==> src/verilog/lti_pkg.sv <==
// Purpose: shared constants for the light threshold interrupt link
// Assumes: byte-level link, one clock for both ends
// Notes: register map as seen by the host over the link
// Contract
// - alert pin open-drain, low when asserted
// - level mode asserts on out-of-window result
// - command kind 11 clears latched alert
// - stop bit halts integration on alert
// - host restarts: enable off, clear, enable on
// - mode 00 off, 01 level, 10 reserved
// - mode 11 forces alert for testing
// - persist 0000 alerts every conversion
// - persist 0001 alerts on any outlier
// - persist 2..15 needs that many periods
// - only channel 0 result is compared
// - result at or below low limit alerts
// - result above high limit alerts
// - limits are 16-bit byte pairs 3h..6h
// - limit bytes reset to 00h
// - lone byte with msb set is pointer
// - host writes limits as word writes
// - gain field 1:0 selects analog gain
// - host writes reserved bits as zero
// - control and gain registers reset 00h
// - identification read-only part and revision
package lti_pkg;
  localparam logic [4:0] ADDR_ALERT_MODE_SELECT_CTRL = 5'h02;
  localparam logic [4:0] ADDR_LOW_LSB   = 5'h03;
  localparam logic [4:0] ADDR_LOW_MSB   = 5'h04;
  localparam logic [4:0] ADDR_HIGH_LSB  = 5'h05;
  localparam logic [4:0] ADDR_HIGH_MSB  = 5'h06;
  localparam logic [4:0] ADDR_GAIN      = 5'h07;
  localparam logic [4:0] ADDR_IDENT     = 5'h12;
  localparam logic [7:0] RESET_BYTE     = 8'h00;
  localparam int CMD_BIT       = 7;
  localparam int KIND_HI       = 6;
  localparam int KIND_LO       = 5;
  localparam int STOP_BIT      = 6;
  localparam int MODE_HI       = 5;
  localparam int MODE_LO       = 4;
  localparam int PERSIST_HI    = 3;
  localparam int PERSIST_LO    = 0;
  localparam int GAIN_HI       = 1;
  localparam int GAIN_LO       = 0;
  localparam logic [7:0] ALERT_MODE_SELECT_CTRL_MASK = 8'h7F;
  localparam logic [7:0] GAIN_MASK      = 8'h03;
  localparam logic [1:0] KIND_BYTE    = 2'h0;
  localparam logic [1:0] KIND_WORD    = 2'h1;
  localparam logic [1:0] KIND_SPECIAL = 2'h3;
  localparam logic [1:0] MODE_OFF     = 2'h0;
  localparam logic [1:0] MODE_LEVEL   = 2'h1;
  localparam logic [1:0] MODE_TEST    = 2'h3;
  localparam logic [3:0] PERSIST_MAX  = 4'hF;
  // host register map over axi4-lite
  localparam logic [7:0] HOST_CMD    = 8'h00;
  localparam logic [7:0] HOST_STATUS = 8'h04;
  localparam logic [7:0] HOST_RDATA  = 8'h08;
  localparam int CMD_DATA_LO = 0;
  localparam int CMD_DATA_HI = 15;
  localparam int CMD_ADDR_LO = 16;
  localparam int CMD_ADDR_HI = 20;
  localparam int CMD_OP_LO   = 24;
  localparam int CMD_OP_HI   = 25;
  localparam logic [1:0] RESP_OKAY   = 2'h0;
  localparam logic [1:0] RESP_SLVERR = 2'h2;
  typedef enum logic [1:0] {OP_WR_BYTE, OP_WR_WORD, OP_RD_BYTE, OP_CLEAR}
    lti_op_e;
endpackage : lti_pkg

==> src/verilog/lti_link_if.sv <==
// Purpose: link between host controller and sensor interrupt logic
// Assumes: both ends on aclk; alert pin resolved here
// Notes: pull-up modelled by the resolution of alert_n
`timescale 1ns/10ps
interface lti_link_if;
  logic       cmd_valid;
  logic       cmd_first;
  logic       cmd_read;
  logic [7:0] cmd_byte;
  logic       resp_valid;
  logic [7:0] resp_byte;
  logic       alert_n_out;
  logic       alert_n_oe;
  logic       alert_n;
  // open-drain wire with external pull-up
  assign alert_n = alert_n_oe ? alert_n_out : 1'b1;
  modport dev  (input cmd_valid, input cmd_first, input cmd_read,
                input cmd_byte, output resp_valid, output resp_byte,
                output alert_n_out, output alert_n_oe);
  modport host (output cmd_valid, output cmd_first, output cmd_read,
                output cmd_byte, input resp_valid, input resp_byte,
                input alert_n);
endinterface : lti_link_if

==> src/verilog/lti_persist.sv <==
// Purpose: window compare and persistence count on channel 0
// Assumes: sample_valid pulses once per finished conversion
// Notes: fire is a one-cycle pulse
`timescale 1ns/10ps
module lti_persist
  import lti_pkg::*;
(
  input  wire logic        aclk,
  input  wire logic        aresetn,
  input  wire logic        sample_valid,
  input  wire logic [15:0] sample,
  input  wire logic [15:0] low_limit,
  input  wire logic [15:0] high_limit,
  input  wire logic [3:0]  persist,
  output logic             fire
);
  logic [3:0] count_reg;
  logic [3:0] count_next;
  logic [3:0] count_inc;
  logic       out_of_range;

  always_comb
  begin
    out_of_range = (sample <= low_limit) ||
                   (sample > high_limit);
    count_inc = (count_reg == PERSIST_MAX) ? PERSIST_MAX
                                           : count_reg + 4'h1;
    fire = sample_valid &&
           ((persist == 4'h0) ||
            (out_of_range && count_inc >= persist));
    count_next = count_reg;
    if (sample_valid)
    begin
      count_next = out_of_range ? count_inc : 4'h0;
    end
  end

  always_ff @(posedge aclk)
  begin
    if (!aresetn)
      count_reg <= 4'h0;
    else
      count_reg <= count_next;
  end
endmodule : lti_persist

==> src/verilog/lti_device.sv <==
// Purpose: sensor-side interrupt control, limits, gain and id registers
// Assumes: conversion results arrive as ch0 word with a done pulse
// Notes: second channel is never wired in
`timescale 1ns/10ps
module lti_device
  import lti_pkg::*;
#(
  parameter logic [3:0] PART_CODE = 4'hA,  // arbitrary value
  parameter logic [3:0] REV_CODE  = 4'h1   // arbitrary value
)
(
  input  wire logic        aclk,
  input  wire logic        aresetn,
  lti_link_if.dev          link,
  input  wire logic        conv_done,
  input  wire logic [15:0] ch0_result,
  input  wire logic        adc_enable,
  output logic             integrate_enable,
  output logic [1:0]       gain_field
);
  logic [7:0] alert_mode_select_ctrl_reg;
  logic [7:0] alert_mode_select_ctrl_next;
  logic [7:0] low_lsb_reg;
  logic [7:0] low_lsb_next;
  logic [7:0] low_msb_reg;
  logic [7:0] low_msb_next;
  logic [7:0] high_lsb_reg;
  logic [7:0] high_lsb_next;
  logic [7:0] high_msb_reg;
  logic [7:0] high_msb_next;
  logic [7:0] gain_reg;
  logic [7:0] gain_next;
  logic [4:0] ptr_reg;
  logic [4:0] ptr_next;
  logic       alert_reg;
  logic       alert_next;
  logic       halt_reg;
  logic       halt_next;
  logic       resp_valid_reg;
  logic       resp_valid_next;
  logic [7:0] resp_byte_reg;
  logic [7:0] resp_byte_next;
  logic [7:0] read_mux;
  logic       clear_alert;
  logic       fire;
  logic       set_alert;
  logic [1:0] alert_mode_select;
  logic       stop_on_alert;

  assign alert_mode_select = alert_mode_select_ctrl_reg[MODE_HI:MODE_LO];
  assign stop_on_alert     = alert_mode_select_ctrl_reg[STOP_BIT];

  lti_persist u_persist
  (
    .aclk         (aclk),
    .aresetn      (aresetn),
    .sample_valid (conv_done),
    .sample       (ch0_result),
    .low_limit    ({low_msb_reg, low_lsb_reg}),
    .high_limit   ({high_msb_reg, high_lsb_reg}),
    .persist      (alert_mode_select_ctrl_reg[PERSIST_HI:PERSIST_LO]),
    .fire         (fire)
  );

  // register read view
  always_comb
  begin
    unique case (ptr_reg)
      ADDR_ALERT_MODE_SELECT_CTRL: read_mux = alert_mode_select_ctrl_reg;
      ADDR_LOW_LSB:   read_mux = low_lsb_reg;
      ADDR_LOW_MSB:   read_mux = low_msb_reg;
      ADDR_HIGH_LSB:  read_mux = high_lsb_reg;
      ADDR_HIGH_MSB:  read_mux = high_msb_reg;
      ADDR_GAIN:      read_mux = gain_reg;
      ADDR_IDENT:     read_mux = {PART_CODE, REV_CODE};
      default:        read_mux = RESET_BYTE;
    endcase
  end

  // link decode and register writes
  always_comb
  begin
    alert_mode_select_ctrl_next  = alert_mode_select_ctrl_reg;
    low_lsb_next    = low_lsb_reg;
    low_msb_next    = low_msb_reg;
    high_lsb_next   = high_lsb_reg;
    high_msb_next   = high_msb_reg;
    gain_next       = gain_reg;
    ptr_next        = ptr_reg;
    resp_valid_next = 1'b0;
    resp_byte_next  = resp_byte_reg;
    clear_alert     = 1'b0;
    if (link.cmd_valid)
    begin
      if (link.cmd_read)
      begin
        resp_valid_next = 1'b1;
        resp_byte_next  = read_mux;
        ptr_next        = ptr_reg + 5'h01;
      end
      else if (link.cmd_first && link.cmd_byte[CMD_BIT])
      begin
        ptr_next = link.cmd_byte[4:0];
        if (link.cmd_byte[KIND_HI:KIND_LO] == KIND_SPECIAL)
        begin
          clear_alert = 1'b1;
        end
      end
      else
      begin
        unique case (ptr_reg)
          ADDR_ALERT_MODE_SELECT_CTRL: alert_mode_select_ctrl_next = link.cmd_byte;
          ADDR_LOW_LSB:   low_lsb_next   = link.cmd_byte;
          ADDR_LOW_MSB:   low_msb_next   = link.cmd_byte;
          ADDR_HIGH_LSB:  high_lsb_next  = link.cmd_byte;
          ADDR_HIGH_MSB:  high_msb_next  = link.cmd_byte;
          ADDR_GAIN:      gain_next      = link.cmd_byte;
          default:        ptr_next       = ptr_reg;
        endcase
        ptr_next = ptr_reg + 5'h01;
      end
    end
  end

  // alert latch and integration halt
  always_comb
  begin
    set_alert = ((alert_mode_select == MODE_LEVEL) && fire) ||
                (alert_mode_select == MODE_TEST);
    alert_next = alert_reg;
    if (clear_alert)
      alert_next = 1'b0;
    if (set_alert)
      alert_next = 1'b1;
    halt_next = halt_reg;
    if (stop_on_alert && alert_reg)
      halt_next = 1'b1;
    else if (!adc_enable && !alert_reg)
      halt_next = 1'b0;
  end

  always_ff @(posedge aclk)
  begin
    if (!aresetn)
    begin
      alert_mode_select_ctrl_reg  <= RESET_BYTE;
      low_lsb_reg    <= RESET_BYTE;
      low_msb_reg    <= RESET_BYTE;
      high_lsb_reg   <= RESET_BYTE;
      high_msb_reg   <= RESET_BYTE;
      gain_reg       <= RESET_BYTE;
      ptr_reg        <= 5'h00;
      alert_reg      <= 1'b0;
      halt_reg       <= 1'b0;
      resp_valid_reg <= 1'b0;
      resp_byte_reg  <= RESET_BYTE;
    end
    else
    begin
      alert_mode_select_ctrl_reg  <= alert_mode_select_ctrl_next;
      low_lsb_reg    <= low_lsb_next;
      low_msb_reg    <= low_msb_next;
      high_lsb_reg   <= high_lsb_next;
      high_msb_reg   <= high_msb_next;
      gain_reg       <= gain_next;
      ptr_reg        <= ptr_next;
      alert_reg      <= alert_next;
      halt_reg       <= halt_next;
      resp_valid_reg <= resp_valid_next;
      resp_byte_reg  <= resp_byte_next;
    end
  end

  assign link.resp_valid  = resp_valid_reg;
  assign link.resp_byte   = resp_byte_reg;
  assign link.alert_n_out = 1'b0;
  assign link.alert_n_oe  = alert_reg;
  assign integrate_enable = adc_enable && !halt_reg;
  assign gain_field       = gain_reg[GAIN_HI:GAIN_LO];
endmodule : lti_device

==> src/flat_wrapper.sv <==
// flat-port wrapper written by rule: the top's interface ports become plain ports
module lti_device_flat import lti_pkg::*;
#(
  parameter logic [3:0] PART_CODE = 4'hA,                    
  parameter logic [3:0] REV_CODE  = 4'h1                     
)
  (aclk, aresetn, conv_done, ch0_result, adc_enable, integrate_enable, gain_field, link_cmd_valid, link_cmd_first, link_cmd_read, link_cmd_byte, link_resp_valid, link_resp_byte, link_alert_n_out, link_alert_n_oe);
  lti_link_if link_i ();
  input  wire logic aclk;
  input  wire logic aresetn;
  input  wire logic conv_done;
  input  wire logic [15:0] ch0_result;
  input  wire logic adc_enable;
  output logic integrate_enable;
  output logic [1:0] gain_field;
  input wire logic [$bits(link_i.cmd_valid)-1:0] link_cmd_valid;
  input wire logic [$bits(link_i.cmd_first)-1:0] link_cmd_first;
  input wire logic [$bits(link_i.cmd_read)-1:0] link_cmd_read;
  input wire logic [$bits(link_i.cmd_byte)-1:0] link_cmd_byte;
  output wire logic [$bits(link_i.resp_valid)-1:0] link_resp_valid;
  output wire logic [$bits(link_i.resp_byte)-1:0] link_resp_byte;
  output wire logic [$bits(link_i.alert_n_out)-1:0] link_alert_n_out;
  output wire logic [$bits(link_i.alert_n_oe)-1:0] link_alert_n_oe;
  assign link_i.cmd_valid = link_cmd_valid;
  assign link_i.cmd_first = link_cmd_first;
  assign link_i.cmd_read = link_cmd_read;
  assign link_i.cmd_byte = link_cmd_byte;
  assign link_resp_valid = link_i.resp_valid;
  assign link_resp_byte = link_i.resp_byte;
  assign link_alert_n_out = link_i.alert_n_out;
  assign link_alert_n_oe = link_i.alert_n_oe;
  lti_device #(.PART_CODE(PART_CODE), .REV_CODE(REV_CODE)) u_core (.aclk(aclk), .aresetn(aresetn), .link(link_i), .conv_done(conv_done), .ch0_result(ch0_result), .adc_enable(adc_enable), .integrate_enable(integrate_enable), .gain_field(gain_field));
endmodule
==> config.mk <==
export PLATFORM = sky130hd
export DESIGN_NAME = lti_device_flat
export DESIGN_NICKNAME = d
export VERILOG_FILES = /design/src/verilog/lti_pkg.sv /design/src/verilog/lti_link_if.sv /design/src/verilog/lti_persist.sv /design/src/verilog/lti_device.sv /design/src/flat_wrapper.sv
export SDC_FILE = /design/constraint.sdc
export NUM_CORES = 1
export LEC_CHECK = 0
export ABC_AREA = 1
export BUFFER_PORTS_ARGS = -buffer_cell sky130_fd_sc_hd__buf_4
export CAP_MARGIN = 20
export CORE_ASPECT_RATIO = 0.8
export CORE_UTILIZATION = 43
export DETAILED_ROUTE_END_ITERATION = 6
export GPL_TIMING_DRIVEN = 0
export PLACE_DENSITY = 0.63
export SYNTH_ARGS = -nofsm -noshare
export SYNTH_HDL_FRONTEND = slang
export SYNTH_SLANG_ARGS = --single-unit
==> constraint.sdc <==
create_clock -name aclk -period 2.3 [get_ports aclk]
set_input_delay 0.69 -clock aclk [delete_from_list [all_inputs] [get_ports aclk]]
set_output_delay 0.69 -clock aclk [all_outputs]
set_load 0.01 [all_outputs]
=== Word level (Yosys, flattened, before mapping) ===
Cells that the tools add are included.

* $add $sub $neg: 2
* Magnitude comparators: 3
* Equal/unequal tests: 11
* Multiplexer cells: 14
* Bitwise operators: 2
* Reductions and logical operators: 24

{| class="wikitable"
|+ Operator list
! kind !! count
|-
| case mux 8 bit (7 select lines) || 1
|-
| AND reduction 4 bit || 6
|-
| == test 5 x 3 -> 1 bit (second input constant) || 4
|-
| > comparator 16 bit || 1
|-
| less-or-equal comparator 16 bit || 1
|-
| == test 5 x 2 -> 1 bit (second input constant) || 2
|-
| two-way mux 5 bit || 2
|-
| two-way mux 1 bit || 9
|-
| two-way mux 4 bit || 2
|-
| logical AND 1 bit || 7
|-
| adder 5 x 1 -> 5 bit (second input constant) || 1
|-
| == test 5 bit (second input constant) || 1
|-
| adder 4 x 1 -> 4 bit (second input constant) || 1
|-
| == test 2 bit (second input constant) || 2
|-
| == test 4 bit (second input constant) || 1
|-
| greater-or-equal comparator 4 bit || 1
|-
| logical NOT 4 bit || 1
|-
| AND reduction 2 bit || 2
|-
| nonzero test 2 bit || 2
|-
| logical NOT 1 bit || 3
|-
| logical OR 1 bit || 3
|-
| == test 2 x 1 -> 1 bit (second input constant) || 1
|-
| inverter 1 bit || 2
|}

* Flip-flop bits (word level): 68
* Bits of input ports: 31
* Output and inout port bits: 14
* Word-level logic and storage cells: 68

=== Depth between registers and ports, before layout ===
Gate-level depths: netlist of run 1.

* Depth after elaboration: 9
* Gate-level depth with buffers: 17
* Mapped depth without buffers: 17

=== Modules after synthesis ===
Synthesis of run 1 repeated with hierarchy kept, for this count alone.

* Cell total of the unflattened synthesis: 607
* Area total of the unflattened synthesis: 4262.8 um2

{| class="wikitable"
|+ By module, submodules not included
! module !! instances !! cells each !! area each (um2) !! sequential area each (um2)
|-
| lti_device || 1 || 412 || 3031.7 || 1281.2
|-
| lti_persist || 1 || 195 || 1231.2 || 80.1
|}

=== Worst setup path after synthesis of run 1 ===
OpenSTA, ideal clock, no wires.

* Path kind: input -> register
* From: input port ch0_result[15]
* To: register u_core.alert_reg (netlist: u_core.link.alert_n_oe)
* Library setup time: 0.132 ns
* Arrival: 1.783 ns
* Data required time: 2.168 ns
* Slack: 0.385 ns
* Cell stages on the path: 10
* Path buffers: 0
* Cells stage by stage: ha_1 > nand2_1 > nor4_2 > nand3_1 > nand2_1 > nand2_2 > nand3_1 > nand2_1 > nand2_1 > a21oi_1

* Longest elaborated chain between the ends: 8
* Elaborated cells on any way between the ends: 10
* Classes of those cells: 2 x order compare; 1 x mux; 7 x reduce/logical

{| class="wikitable"
|+ Ends and longest elaborated chain
! item !! line !! RTL
|-
| start, declared || flat_wrapper.sv:12 || <nowiki>input wire logic [15:0] ch0_result;</nowiki>
|-
| less-or-equal comparator 16 bit / > comparator 16 bit (equally long branches) || lti_persist.sv:24, lti_persist.sv:25 ||
|-
| logical OR 1 bit (*) || lti_persist.sv:24 || <nowiki>out_of_range = (sample <= low_limit) ||</nowiki>
|-
| logical AND 1 bit (*) || lti_persist.sv:30 || <nowiki>(out_of_range && count_inc >= persist));</nowiki>
|-
| logical OR 1 bit (*) || lti_persist.sv:29 || <nowiki>((persist == 4'h0) ||</nowiki>
|-
| logical AND 1 bit (*) || lti_persist.sv:28 || <nowiki>fire = sample_valid &&</nowiki>
|-
| logical AND 1 bit (*) || lti_device.sv:128 || <nowiki>set_alert = ((alert_mode_select == MODE_LEVEL) && fire) ||</nowiki>
|-
| logical OR 1 bit (*) || lti_device.sv:128 ||
|-
| two-way mux 1 bit / nonzero test 2 bit (equally long branches) || n/a ||
|-
| end signal, assigned || lti_device.sv:167 || <nowiki>alert_reg <= alert_next;</nowiki>
|-
| end, declared || lti_device.sv:35 || <nowiki>logic alert_reg;</nowiki>
|}

Mark *: on every way between the ends. The rest lies on a longest branch, timed or not.
A chain may end at the register's enable or synchronous reset.

=== Final worst setup path of run 1 ===
* From: register u_core.u_persist.count_reg[0]
* To: register u_core.alert_reg (netlist: u_core.link.alert_n_oe)

* Longest elaborated chain between the ends: 9
* Elaborated cells on any way between the ends: 11
* Classes of those cells: 1 x add/sub; 1 x order compare; 1 x eq/ne; 2 x mux; 6 x reduce/logical

{| class="wikitable"
|+ Ends and longest elaborated chain
! item !! line !! RTL
|-
| start, declared || lti_persist.sv:17 || <nowiki>logic [3:0] count_reg;</nowiki>
|-
| start signal, assigned || lti_persist.sv:43 || <nowiki>count_reg <= count_next;</nowiki>
|-
| adder 4 x 1 -> 4 bit / == test 4 bit (equally long branches) || lti_persist.sv:27, lti_persist.sv:26 ||
|-
| two-way mux 4 bit (*) || lti_persist.sv:26 || <nowiki>count_inc = (count_reg == PERSIST_MAX) ? PERSIST_MAX</nowiki>
|-
| greater-or-equal comparator 4 bit (*) || lti_persist.sv:30 ||
|-
| logical AND 1 bit (*) || lti_persist.sv:30 ||
|-
| logical OR 1 bit (*) || lti_persist.sv:29 ||
|-
| logical AND 1 bit (*) || lti_persist.sv:28 ||
|-
| logical AND 1 bit (*) || lti_device.sv:128 ||
|-
| logical OR 1 bit (*) || lti_device.sv:128 ||
|-
| two-way mux 1 bit / nonzero test 2 bit (equally long branches) || n/a ||
|}

Marked as above.

==> results of run 1 <==
power by group:
| group | internal (mW) | switching (mW) | leakage, nW | total, mW |
|---|---|---|---|---|
| Clock | 0.740 | 0.489 | 0.131 | 1.23 |
| Sequential | 1.20 | 0.0151 | 0.549 | 1.21 |
| Combinational | 0.125 | 0.202 | 1.35 | 0.326 |
| Total | 2.06 | 0.706 | 2.03 | 2.77 |
metrics by stage:
stage,cells,area [um2],hold WS [ns]
after floorplan,528,3920,0.447
after global placement,682,4370,0.456
after detailed placement,682,4370,0.458
after CTS,696,4630,0.466
after global routing,696,4630,0.485
final,696,4630,0.466
per-layer routing:
metal	vias to the layer above	GRT usage	wire, um
met5	-	0	0
li1	1888	-	-
met3	18	0.0613	672
met1	1674	0.343	5450
met4	0	0.0725	227
met2	105	0.365	4480
how the worst min path moves through the flow:
stage,end,slack [ns],cells past startpoint
final,u_core.link.resp_byte[0]$_SDFFE_PN0P_,0.47,2
after global routing,u_core.link.resp_byte[0]$_SDFFE_PN0P_,0.49,2
after CTS,u_core.link.resp_byte[0]$_SDFFE_PN0P_,0.47,2
after detailed placement,u_core.link.resp_byte[0]$_SDFFE_PN0P_,0.46,2
after global placement,u_core.link.resp_byte[7]$_SDFFE_PN0P_,0.46,2
after floorplan,u_core.high_lsb_reg[7]$_SDFFE_PN0P_,0.45,2
worst reg2reg max path: stages, from the launching register on:
cell	delay, ns
dfxtp_1	0.34
ha_1	0.22
nand2_1	0.11
nor2_1	0.08
or2_2	0.30
ha_1	0.29
inv_1	0.06
nor2_1	0.04
o211ai_1	0.18
nand3_1	0.10
nand3_1	0.10
nand2_1	0.05
nand2_1	0.07
a21oi_1	0.05
area by class of cell:
type	instances	area [um2]	share of cell area
Sequential cell	68	1360	0.294
Inverter	81	309	0.0667
Multi-Input combinational cell	366	2170	0.468
Clock inverter	3	15.0	0.00324
Buffer	13	80.1	0.0173
Timing Repair Buffer	42	315	0.0681
Tap cell	112	140	0.0303
Clock buffer	11	243	0.0524
layout by cell type (no fill, tap or decap), types with 2 or more instances in the layout:
cell type,n
nor2_1,44
clkbuf_1,7
buf_6,2
inv_4,2
inv_1,70
nand3_1,13
nand2_2,3
o21ai_0,56
ha_1,41
a221oi_1,2
dfxtp_1,68
buf_4,46
nor2_4,3
a21oi_1,79
o211ai_1,6
nand4_1,4
nand2_1,81
o31ai_1,2
clkbuf_16,9
clkinv_2,3
a211oi_1,2
o2111ai_1,5
o22ai_1,7
o21ai_1,5
nor2_8,4
inv_2,8
cells by family (layout without fill, tap and decap cells):
family	Yosys count	in the layout
other	1	1
and+or+nand+nor	157	157
AOI/OAI and AO/OA	167	167
adders and majority gates	41	41
buffers and inverters	94	150
DFF	68	68
==> impl_metrics.tcl, run 1 <==
set metrics [dict create \
    cp_slowest_stage_delay_ns 0.34 \
    fin_ws_ns 0.182 \
    die_x_um 109 \
    post_cts_buffers 0 \
    holdCritPathClass "register to register" \
    synth_area_mm2 0.00392 \
    syn_avg_cell_area_um2 7.42 \
    period_minus_slack_ns 2.12 \
    num_vias 3685 \
    total_power_mw 2.77 \
    synth_most_common_cell "nand2_1" \
    critical_path.top_delay_family "simple AND/OR/NAND/NOR gates" \
    cts_resized 0 \
    cts_max_level 3 \
    max_clock_freq_ghz 0.472 \
    hold_viol 0 \
    ys_seq_area_frac 0.347 \
    cts_tree "yes" \
    cts_buffers 9 \
    antenna_found_initial 0 \
    cts-root-buf "clkbuf_16" \
    grt_remaining_overflow 0 \
    drcViolationCount 0 \
    vias_per_cell 5.29 \
    insertedDiodeCount 0 \
    synth_fa_ha_area_frac 0.131 \
    cp_common_cell "nand2_1" \
    ant_nets 0 \
    area_growth_pct 18.2 \
    dp_slack_ns 0.000232 \
    worstReg2RegEnd "u_core.link.alert_n_oe$_SDFFE_PN0P_" \
    die_h_um 87.4 \
    async_flop_share 0 \
    path_max_fanout 4 \
    cp-start-kind "register" \
    grt_max_degree 11 \
    rrSetupSlack_ns 0.18 \
    first_pass_iters 5 \
    synth_compound_area_frac 0.231 \
    min_period_over_period 0.921 \
    yosys-top-cells-area "dfxtp_1 35%, ha_1 13%, a21oi_1 10%, nand2_1 7.8%, o21ai_0 7.2%" \
    synth-simple-area-share 0.191 \
    insertion_delay_ns 0.34 \
    rows 30 \
    portBuffers 42 \
    ios 45 \
    tightest_slew_ns 0.526 \
    dp_hpwl_um 8510 \
    grt_pass1_wl_um 17200 \
    crit_type "register to register" \
    netlist_instances 528 \
    routedWlPerCell_um 15.5 \
    cap_violations 0 \
    min_from "u_core.link.resp_byte[0]$_SDFFE_PN0P_" \
    dieArea_mm2 0.00950 \
    initial_core_util 0.452 \
    slowest_stage "dfxtp_1" \
    crit_start "u_core.u_persist.count_reg[0]$_SDFFE_PN0P_" \
    synth_mux_area_frac 0 \
    core_mm2 0.00867 \
    path_cells "ha_1, nand2_1, nor2_1, or2_2, ha_1, inv_1, nor2_1, o211ai_1, nand3_1, nand3_1, nand2_1, nand2_1, a21oi_1" \
    dr.first_iter.drc_count 254 \
    clkTransAtPathRegs_ns 0.05 \
    crit_buf_inv 1 \
    cp.required_ns 2.50 \
    rsz0062_at_grt "false" \
    path_depth 13 \
    drv_slew 0 \
    tns_ns 0 \
    crit-reg2reg-launch "u_core.u_persist.count_reg[0]$_SDFFE_PN0P_" \
    postRouteWirelength_um 10800 \
    synth_top_family_by_area "compound AO/OA/AOI/OAI gates" \
    hold_buffers 0 \
    cts.sinks 68 \
    yosys.area.top_type "dfxtp_1" \
    setup_viol 0 \
    synthXorXnorAreaFrac 0 \
    ys_types 35 \
    slew_headroom 0.649 \
    synthesis.nets 600 \
    post-route-util 0.534 \
    ys.flop_type "dfxtp_1" \
    synth_commonest_cells "81 x nand2_1, 79 x a21oi_1, 70 x inv_1, 68 x dfxtp_1, 56 x o21ai_0" \
    nFillCells 860 \
    cp-endpoint "u_core.link.alert_n_oe$_SDFFE_PN0P_" \
    peakVddDrop_v 0.000534 \
    drive_above_1_share 0.149 \
    skew_ns 0.00572 \
    nNetsFinal 653 \
    powerDensity_mw_per_mm2 597 \
    worstPathArrival_ns 2.32 \
    yosysWarnings 0 \
    status "finished, final reports clean" \
    p_leak_nw 2.03 \
    gp_congestion 0.866 \
    r2r_cells 13 \
    synth.ff_latch_count 68 \
    netlist.area_leader.share 0.347 \
    synth_edf_count 0 \
    grt_pass1_vias 3407 \
    end_kind "register" \
    clockBufferDepth 2 \
    grt_use_total 0.244 \
]
No activity file was read; power rests on OpenSTA's default activity.
==> run 2, diff against run 1 <==
--- a/config.mk
+++ b/config.mk
@@ -8,11 +8,11 @@
 export ABC_AREA = 1
 export BUFFER_PORTS_ARGS = -buffer_cell sky130_fd_sc_hd__buf_4
 export CAP_MARGIN = 20
-export CORE_ASPECT_RATIO = 0.8
 export CORE_UTILIZATION = 43
+export CTS_BUF_LIST = sky130_fd_sc_hd__clkbuf_8
 export DETAILED_ROUTE_END_ITERATION = 6
 export GPL_TIMING_DRIVEN = 0
-export PLACE_DENSITY = 0.63
+export PLACE_DENSITY = 0.59
 export SYNTH_ARGS = -nofsm -noshare
 export SYNTH_HDL_FRONTEND = slang
 export SYNTH_SLANG_ARGS = --single-unit
==> run 2 against run 1 <==
Compared with the run above:
- sequential share of layout area is 0.54 points higher
- die area about the same
- setup slack better by 0.0060 ns
- critical path type unchanged
==> impl_metrics.tcl, run 2 (synthesized netlist as in run 1, its figures left out) <==
set metrics [dict create \
    drcViolationCount 0 \
    crit_start "u_core.u_persist.count_reg[0]$_SDFFE_PN0P_" \
    max_clock_freq_ghz 0.473 \
    core_mm2 0.00876 \
    sequentialPowerShare 0.493 \
    insertedDiodeCount 0 \
    die_x_um 97.5 \
    hold_viol 0 \
    cts_tree "yes" \
    cp.required_ns 2.53 \
    slew_headroom 0.616 \
    switching_share 0.291 \
    ios 45 \
    crit_buf_inv 1 \
    setup_viol 0 \
    nFillCells 866 \
    multi_input_area_mm2 0.00217 \
    p_leak_nw 1.99 \
    cts.sinks 68 \
    clkTransAtPathRegs_ns 0.09 \
    end_kind "register" \
    insertion_delay_ns 0.36 \
    cp-start-kind "register" \
    dr.first_iter.drc_count 177 \
    cap_violations 0 \
    dp_hpwl_um 8450 \
    crit-reg2reg-launch "u_core.u_persist.count_reg[0]$_SDFFE_PN0P_" \
    dieArea_mm2 0.00950 \
    area_growth_pct 16.1 \
    grt_remaining_overflow 0 \
    p_comb_frac 0.133 \
    cts-root-buf "clkbuf_8" \
    min_from "u_core.link.resp_byte[4]$_SDFFE_PN0P_" \
    final_cell_mix "81 x nand2_1, 79 x a21oi_1, 71 x inv_1" \
    first_pass_iters 6 \
    p_clk_frac 0.374 \
    postRouteWirelength_um 10800 \
    cts_max_level 3 \
    rows 34 \
    min_period_over_period 0.918 \
    clockBufferDepth 2 \
    layout_commonest_cell "nand2_1" \
    status "finished, final reports clean" \
    grt_pass1_wl_um 18000 \
    crit_type "register to register" \
    tns_ns 0 \
    vias_per_cell 5.27 \
    worstPathArrival_ns 2.35 \
    grt_use_total 0.242 \
    grt_max_degree 13 \
    cts_resized 0 \
    powerDensity_mw_per_mm2 539 \
    routedWlPerCell_um 15.6 \
    post_cts_buffers 0 \
    slowest_stage "dfxtp_1" \
    nNetsFinal 653 \
    p_int_mw 1.74 \
    peakVddDrop_v 0.000351 \
    cp_common_cell "nand2_1" \
    period_minus_slack_ns 2.11 \
    cts_buffers 9 \
    cp_slowest_stage_delay_ns 0.34 \
    grt_pass1_vias 3638 \
    holdCritPathClass "register to register" \
    initial_core_util 0.447 \
    instances_no_fill 694 \
    hold_buffers 0 \
    skew_ns 0.0147 \
    gp_congestion 0.868 \
    rsz0062_at_grt "false" \
    ant_nets 0 \
    antenna_found_initial 0 \
    path_max_fanout 4 \
    p_sw_uw 714 \
    drv_slew 0 \
    num_vias 3660 \
    portBuffers 42 \
    place_inst 678 \
    seqCellArea_mm2 0.00136 \
    tightest_slew_ns 0.576 \
    die_h_um 97.5 \
    path_cells "ha_1, nand2_1, nor2_1, or2_2, ha_1, inv_1, nor2_1, o211ai_1, nand3_1, nand3_1, nand2_1, nand2_1, a21oi_1" \
    critical_path.top_delay_family "simple AND/OR/NAND/NOR gates" \
    drive_above_1_share 0.152 \
]
## run 2: worst reg2reg max path, stage by stage (launching register included)
cell and delay (ns):
dfxtp_1 0.34, ha_1 0.22, nand2_1 0.11, nor2_1 0.07, or2_2 0.29, ha_1 0.30
inv_1 0.07, nor2_1 0.05, o211ai_1 0.18, nand3_1 0.10, nand3_1 0.09, nand2_1 0.05
nand2_1 0.05, a21oi_1 0.05
## run 2: final timing paths
check,to,slack [ns],depth (start not counted)
hold / removal,u_core.link.resp_byte[4]$_SDFFE_PN0P_,0.47,2
setup / recovery,u_core.link.alert_n_oe$_SDFFE_PN0P_,0.19,13
hold reg to reg,u_core.link.resp_byte[4]$_SDFFE_PN0P_,0.47,2
setup reg to reg,u_core.link.alert_n_oe$_SDFFE_PN0P_,0.19,13
## run 2: per-layer routing
layer	wire length [um]	vias up	track usage	share of wire
met5	0	-	0	0
met4	134	0	0.0724	0.012
met3	404	12	0.0417	0.037
met2	5030	76	0.389	0.47
met1	5240	1693	0.332	0.48
li1	-	1879	-	-
## run 2: stage by stage
step / total power [mW] / setup slack (ns) / hold slack, ns / util / area, um2
detailed placement: 1.56 / -0.0128 / 0.460 / 0.499 / 4370
floorplan: 1.43 / 0.385 / 0.447 / - / 3920
global route: 2.55 / 0.0684 / 0.492 / 0.519 / 4550
global placement: 1.55 / 0.0271 / 0.454 / 0.499 / 4370
CTS: 2.46 / 0.203 / 0.471 / 0.519 / 4550
finish: 2.45 / 0.187 / 0.469 / 0.519 / 4550
## run 2: cell type report
type,instances,area share
Tap cell,108,0.0297
Clock inverter,6,0.00908
Inverter,81,0.0680
Buffer,13,0.0176
Timing Repair Buffer,42,0.0693
Clock buffer,10,0.0303
Multi-Input combinational cell,366,0.477
Sequential cell,68,0.299
## run 2: power by group through the flow
| stage | clock (mW) | combinational, mW | sequential (mW) |
|---|---|---|---|
| floorplan | 0 | 0.199 | 1.23 |
| global placement | 0 | 0.314 | 1.24 |
| detailed placement | 0 | 0.323 | 1.24 |
| CTS | 0.923 | 0.326 | 1.21 |
| global route | 0.972 | 0.369 | 1.21 |
| finish | 0.917 | 0.325 | 1.21 |
==> run 3, diff against run 2 <==
--- a/config.mk
+++ b/config.mk
@@ -8,11 +8,13 @@
 export ABC_AREA = 1
 export BUFFER_PORTS_ARGS = -buffer_cell sky130_fd_sc_hd__buf_4
 export CAP_MARGIN = 20
-export CORE_UTILIZATION = 43
+export CORE_UTILIZATION = 40
 export CTS_BUF_LIST = sky130_fd_sc_hd__clkbuf_8
 export DETAILED_ROUTE_END_ITERATION = 6
 export GPL_TIMING_DRIVEN = 0
-export PLACE_DENSITY = 0.59
+export PLACE_DENSITY = 0.55
+export RECOVER_POWER = 50
+export SLEW_MARGIN = 25
 export SYNTH_ARGS = -nofsm -noshare
 export SYNTH_HDL_FRONTEND = slang
 export SYNTH_SLANG_ARGS = --single-unit
==> run 3 against run 2 <==
Compared with the run above:
- global-route usage is 1.5 points lower
- clock power increased by 18%
- fmax rose by 1.8%
- combinational power is 3% lower
- worst hold slack lost 0.0059 ns
- final cell count up 3.0%
- critical endpoint unchanged
- design area down 0.63%
- wire length up 0.94%
- sequential share of layout area rose by 0.19 points
- count of clock-buffer cells in the layout shrank 1
- critical path depth is the same
- critical path type unchanged
==> impl_metrics.tcl, run 3 (synthesized netlist as in run 1, its figures left out) <==
set metrics [dict create \
    max_clock_freq_ghz 0.482 \
    holdPathEnd "u_core.link.resp_byte[7]$_SDFFE_PN0P_" \
    die_x_um 101 \
    die_h_um 101 \
    use_met1 0.313 \
    r2r_cells 13 \
    cp-start-kind "register" \
    grt_remaining_overflow 0 \
    gp_congestion 0.805 \
    dr.first_iter.drc_count 186 \
    min_from "u_core.link.resp_byte[7]$_SDFFE_PN0P_" \
    end_kind "register" \
    path_max_fanout 4 \
    peakVddDrop_v 0.000355 \
    period_minus_slack_ns 2.07 \
    holdCritPathClass "register to register" \
    drive_above_1_share 0.128 \
    final_cell_mix "81 x nand2_1, 79 x a21oi_1, 71 x inv_1" \
    grt_pass1_vias 3377 \
    cts-root-buf "clkbuf_8" \
    grt_use_total 0.227 \
    worstReg2RegEnd "u_core.link.alert_n_oe$_SDFFE_PN0P_" \
    drcViolationCount 0 \
    layout_commonest_cell "nand2_1" \
    cts_buffers 9 \
    antenna_found_initial 0 \
    skew_ns 0.00725 \
    hold_buffers 0 \
    crit_type "register to register" \
    clkTransAtPathRegs_ns 0.07 \
    tns_ns 0 \
    ios 45 \
    crit-reg2reg-launch "u_core.u_persist.count_reg[0]$_SDFFE_PN0P_" \
    grt_max_degree 13 \
    core_mm2 0.00937 \
    drv_slew 0 \
    portBuffers 42 \
    status "finished, final reports clean" \
    insertion_delay_ns 0.35 \
    cts_tree "yes" \
    insertedDiodeCount 0 \
    nFillCells 1028 \
    cts_max_level 3 \
    hold_viol 0 \
    dp_hpwl_um 8610 \
    cts_resized 0 \
    powerDensity_mw_per_mm2 576 \
    tightest_slew_ns 0.512 \
    grt_pass1_wl_um 17400 \
    cap_violations 0 \
    rsz0062_at_grt "false" \
    nNetsFinal 653 \
    first_pass_iters 4 \
    min_period_over_period 0.902 \
    rows 35 \
    gr-usage-met3 0.0485 \
    fin_ws_ns 0.225 \
    setup_viol 0 \
    dp_slack_ns 0.00560 \
    worstPathArrival_ns 2.29 \
    num_vias 3624 \
    clockBufferDepth 2 \
    cts.sinks 68 \
    cp.required_ns 2.51 \
    use_met2 0.369 \
    whs_path_depth 2 \
    post_cts_buffers 0 \
    p_leak_nw 1.91 \
    grt.busiest_layer "met2" \
    slew_headroom 0.659 \
    rrSetupSlack_ns 0.23 \
    routedWlPerCell_um 15.3 \
    ant_nets 0 \
    area_growth_pct 15.3 \
    dieArea_mm2 0.0102 \
    postRouteWirelength_um 10900 \
    vias_per_cell 5.07 \
    initial_core_util 0.418 \
]
## run 3: cell count changes in the layout (fill, tap and decap cells not counted), sizes merged
cell and change:
clkbuf +12, buf -13, inv -1, bufinv +2
clkinvlp -1, clkinv +1
## run 3: critical path, stage by stage (launching register included)
cell,delay [ns]
dfxtp_1,0.34
ha_1,0.22
nand2_1,0.10
nor2_1,0.07
or2_2,0.30
ha_1,0.30
inv_1,0.06
nor2_1,0.04
o211ai_1,0.16
nand3_1,0.09
nand3_1,0.09
nand2_1,0.06
nand2_1,0.06
a21oi_1,0.05
## run 3: stage by stage
step	area, um2	utilization	power, mW	hold slack (ns)	cells
3_5_place_dp	4400	0.469	1.56	0.457	699
4_1_cts	4610	0.492	2.65	0.469	715
2_1_floorplan	3920	-	1.43	0.447	528
6_report	4520	0.482	2.60	0.463	715
3_3_place_gp	4400	0.469	1.55	0.456	699
5_1_grt	4520	0.482	2.73	0.492	715
## run 3: power breakdown
part	leakage [nW]	internal, mW	switching, mW
clock	0.109	0.606	0.471
sequential	0.549	1.19	0.0148
combinational	1.25	0.120	0.196
## run 3: worst max path at each step
| stage | from | endpoint | slack (ns) | cells past startpoint |
|---|---|---|---|---|
| 6_report | u_core.u_persist.count_reg[0]$_SDFFE_PN0P_ | u_core.link.alert_n_oe$_SDFFE_PN0P_ | 0.23 | 13 |
| 5_1_grt | link_cmd_byte[7] | u_core.low_msb_reg[0]$_SDFFE_PN0P_ | 0.03 | 8 |
| 4_1_cts | u_core.u_persist.count_reg[0]$_SDFFE_PN0P_ | u_core.link.alert_n_oe$_SDFFE_PN0P_ | 0.23 | 13 |
| 3_5_place_dp | ch0_result[15] | u_core.link.alert_n_oe$_SDFFE_PN0P_ | 0.006 | 12 |
| 3_3_place_gp | ch0_result[15] | u_core.link.alert_n_oe$_SDFFE_PN0P_ | 0.05 | 12 |
| 2_1_floorplan | ch0_result[15] | u_core.link.alert_n_oe$_SDFFE_PN0P_ | 0.38 | 10 |
## run 3: layout make-up
| class | count | area, um2 | share of cell area |
|---|---|---|---|
| Buffer | 13 | 80.1 | 0.0177 |
| Clock buffer | 9 | 124 | 0.0274 |
| Clock inverter | 7 | 91.3 | 0.0202 |
| Inverter | 81 | 309 | 0.0684 |
| Multi-Input combinational cell | 366 | 2120 | 0.470 |
| Sequential cell | 68 | 1360 | 0.301 |
| Tap cell | 129 | 161 | 0.0357 |
| Timing Repair Buffer | 42 | 270 | 0.0598 |
## run 3: layer usage
metal / routed length [um] / vias up
li1: - / 1879
met5: 0 / -
met2: 4970 / 80
met1: 5300 / 1660
met3: 571 / 5
met4: 75 / 0
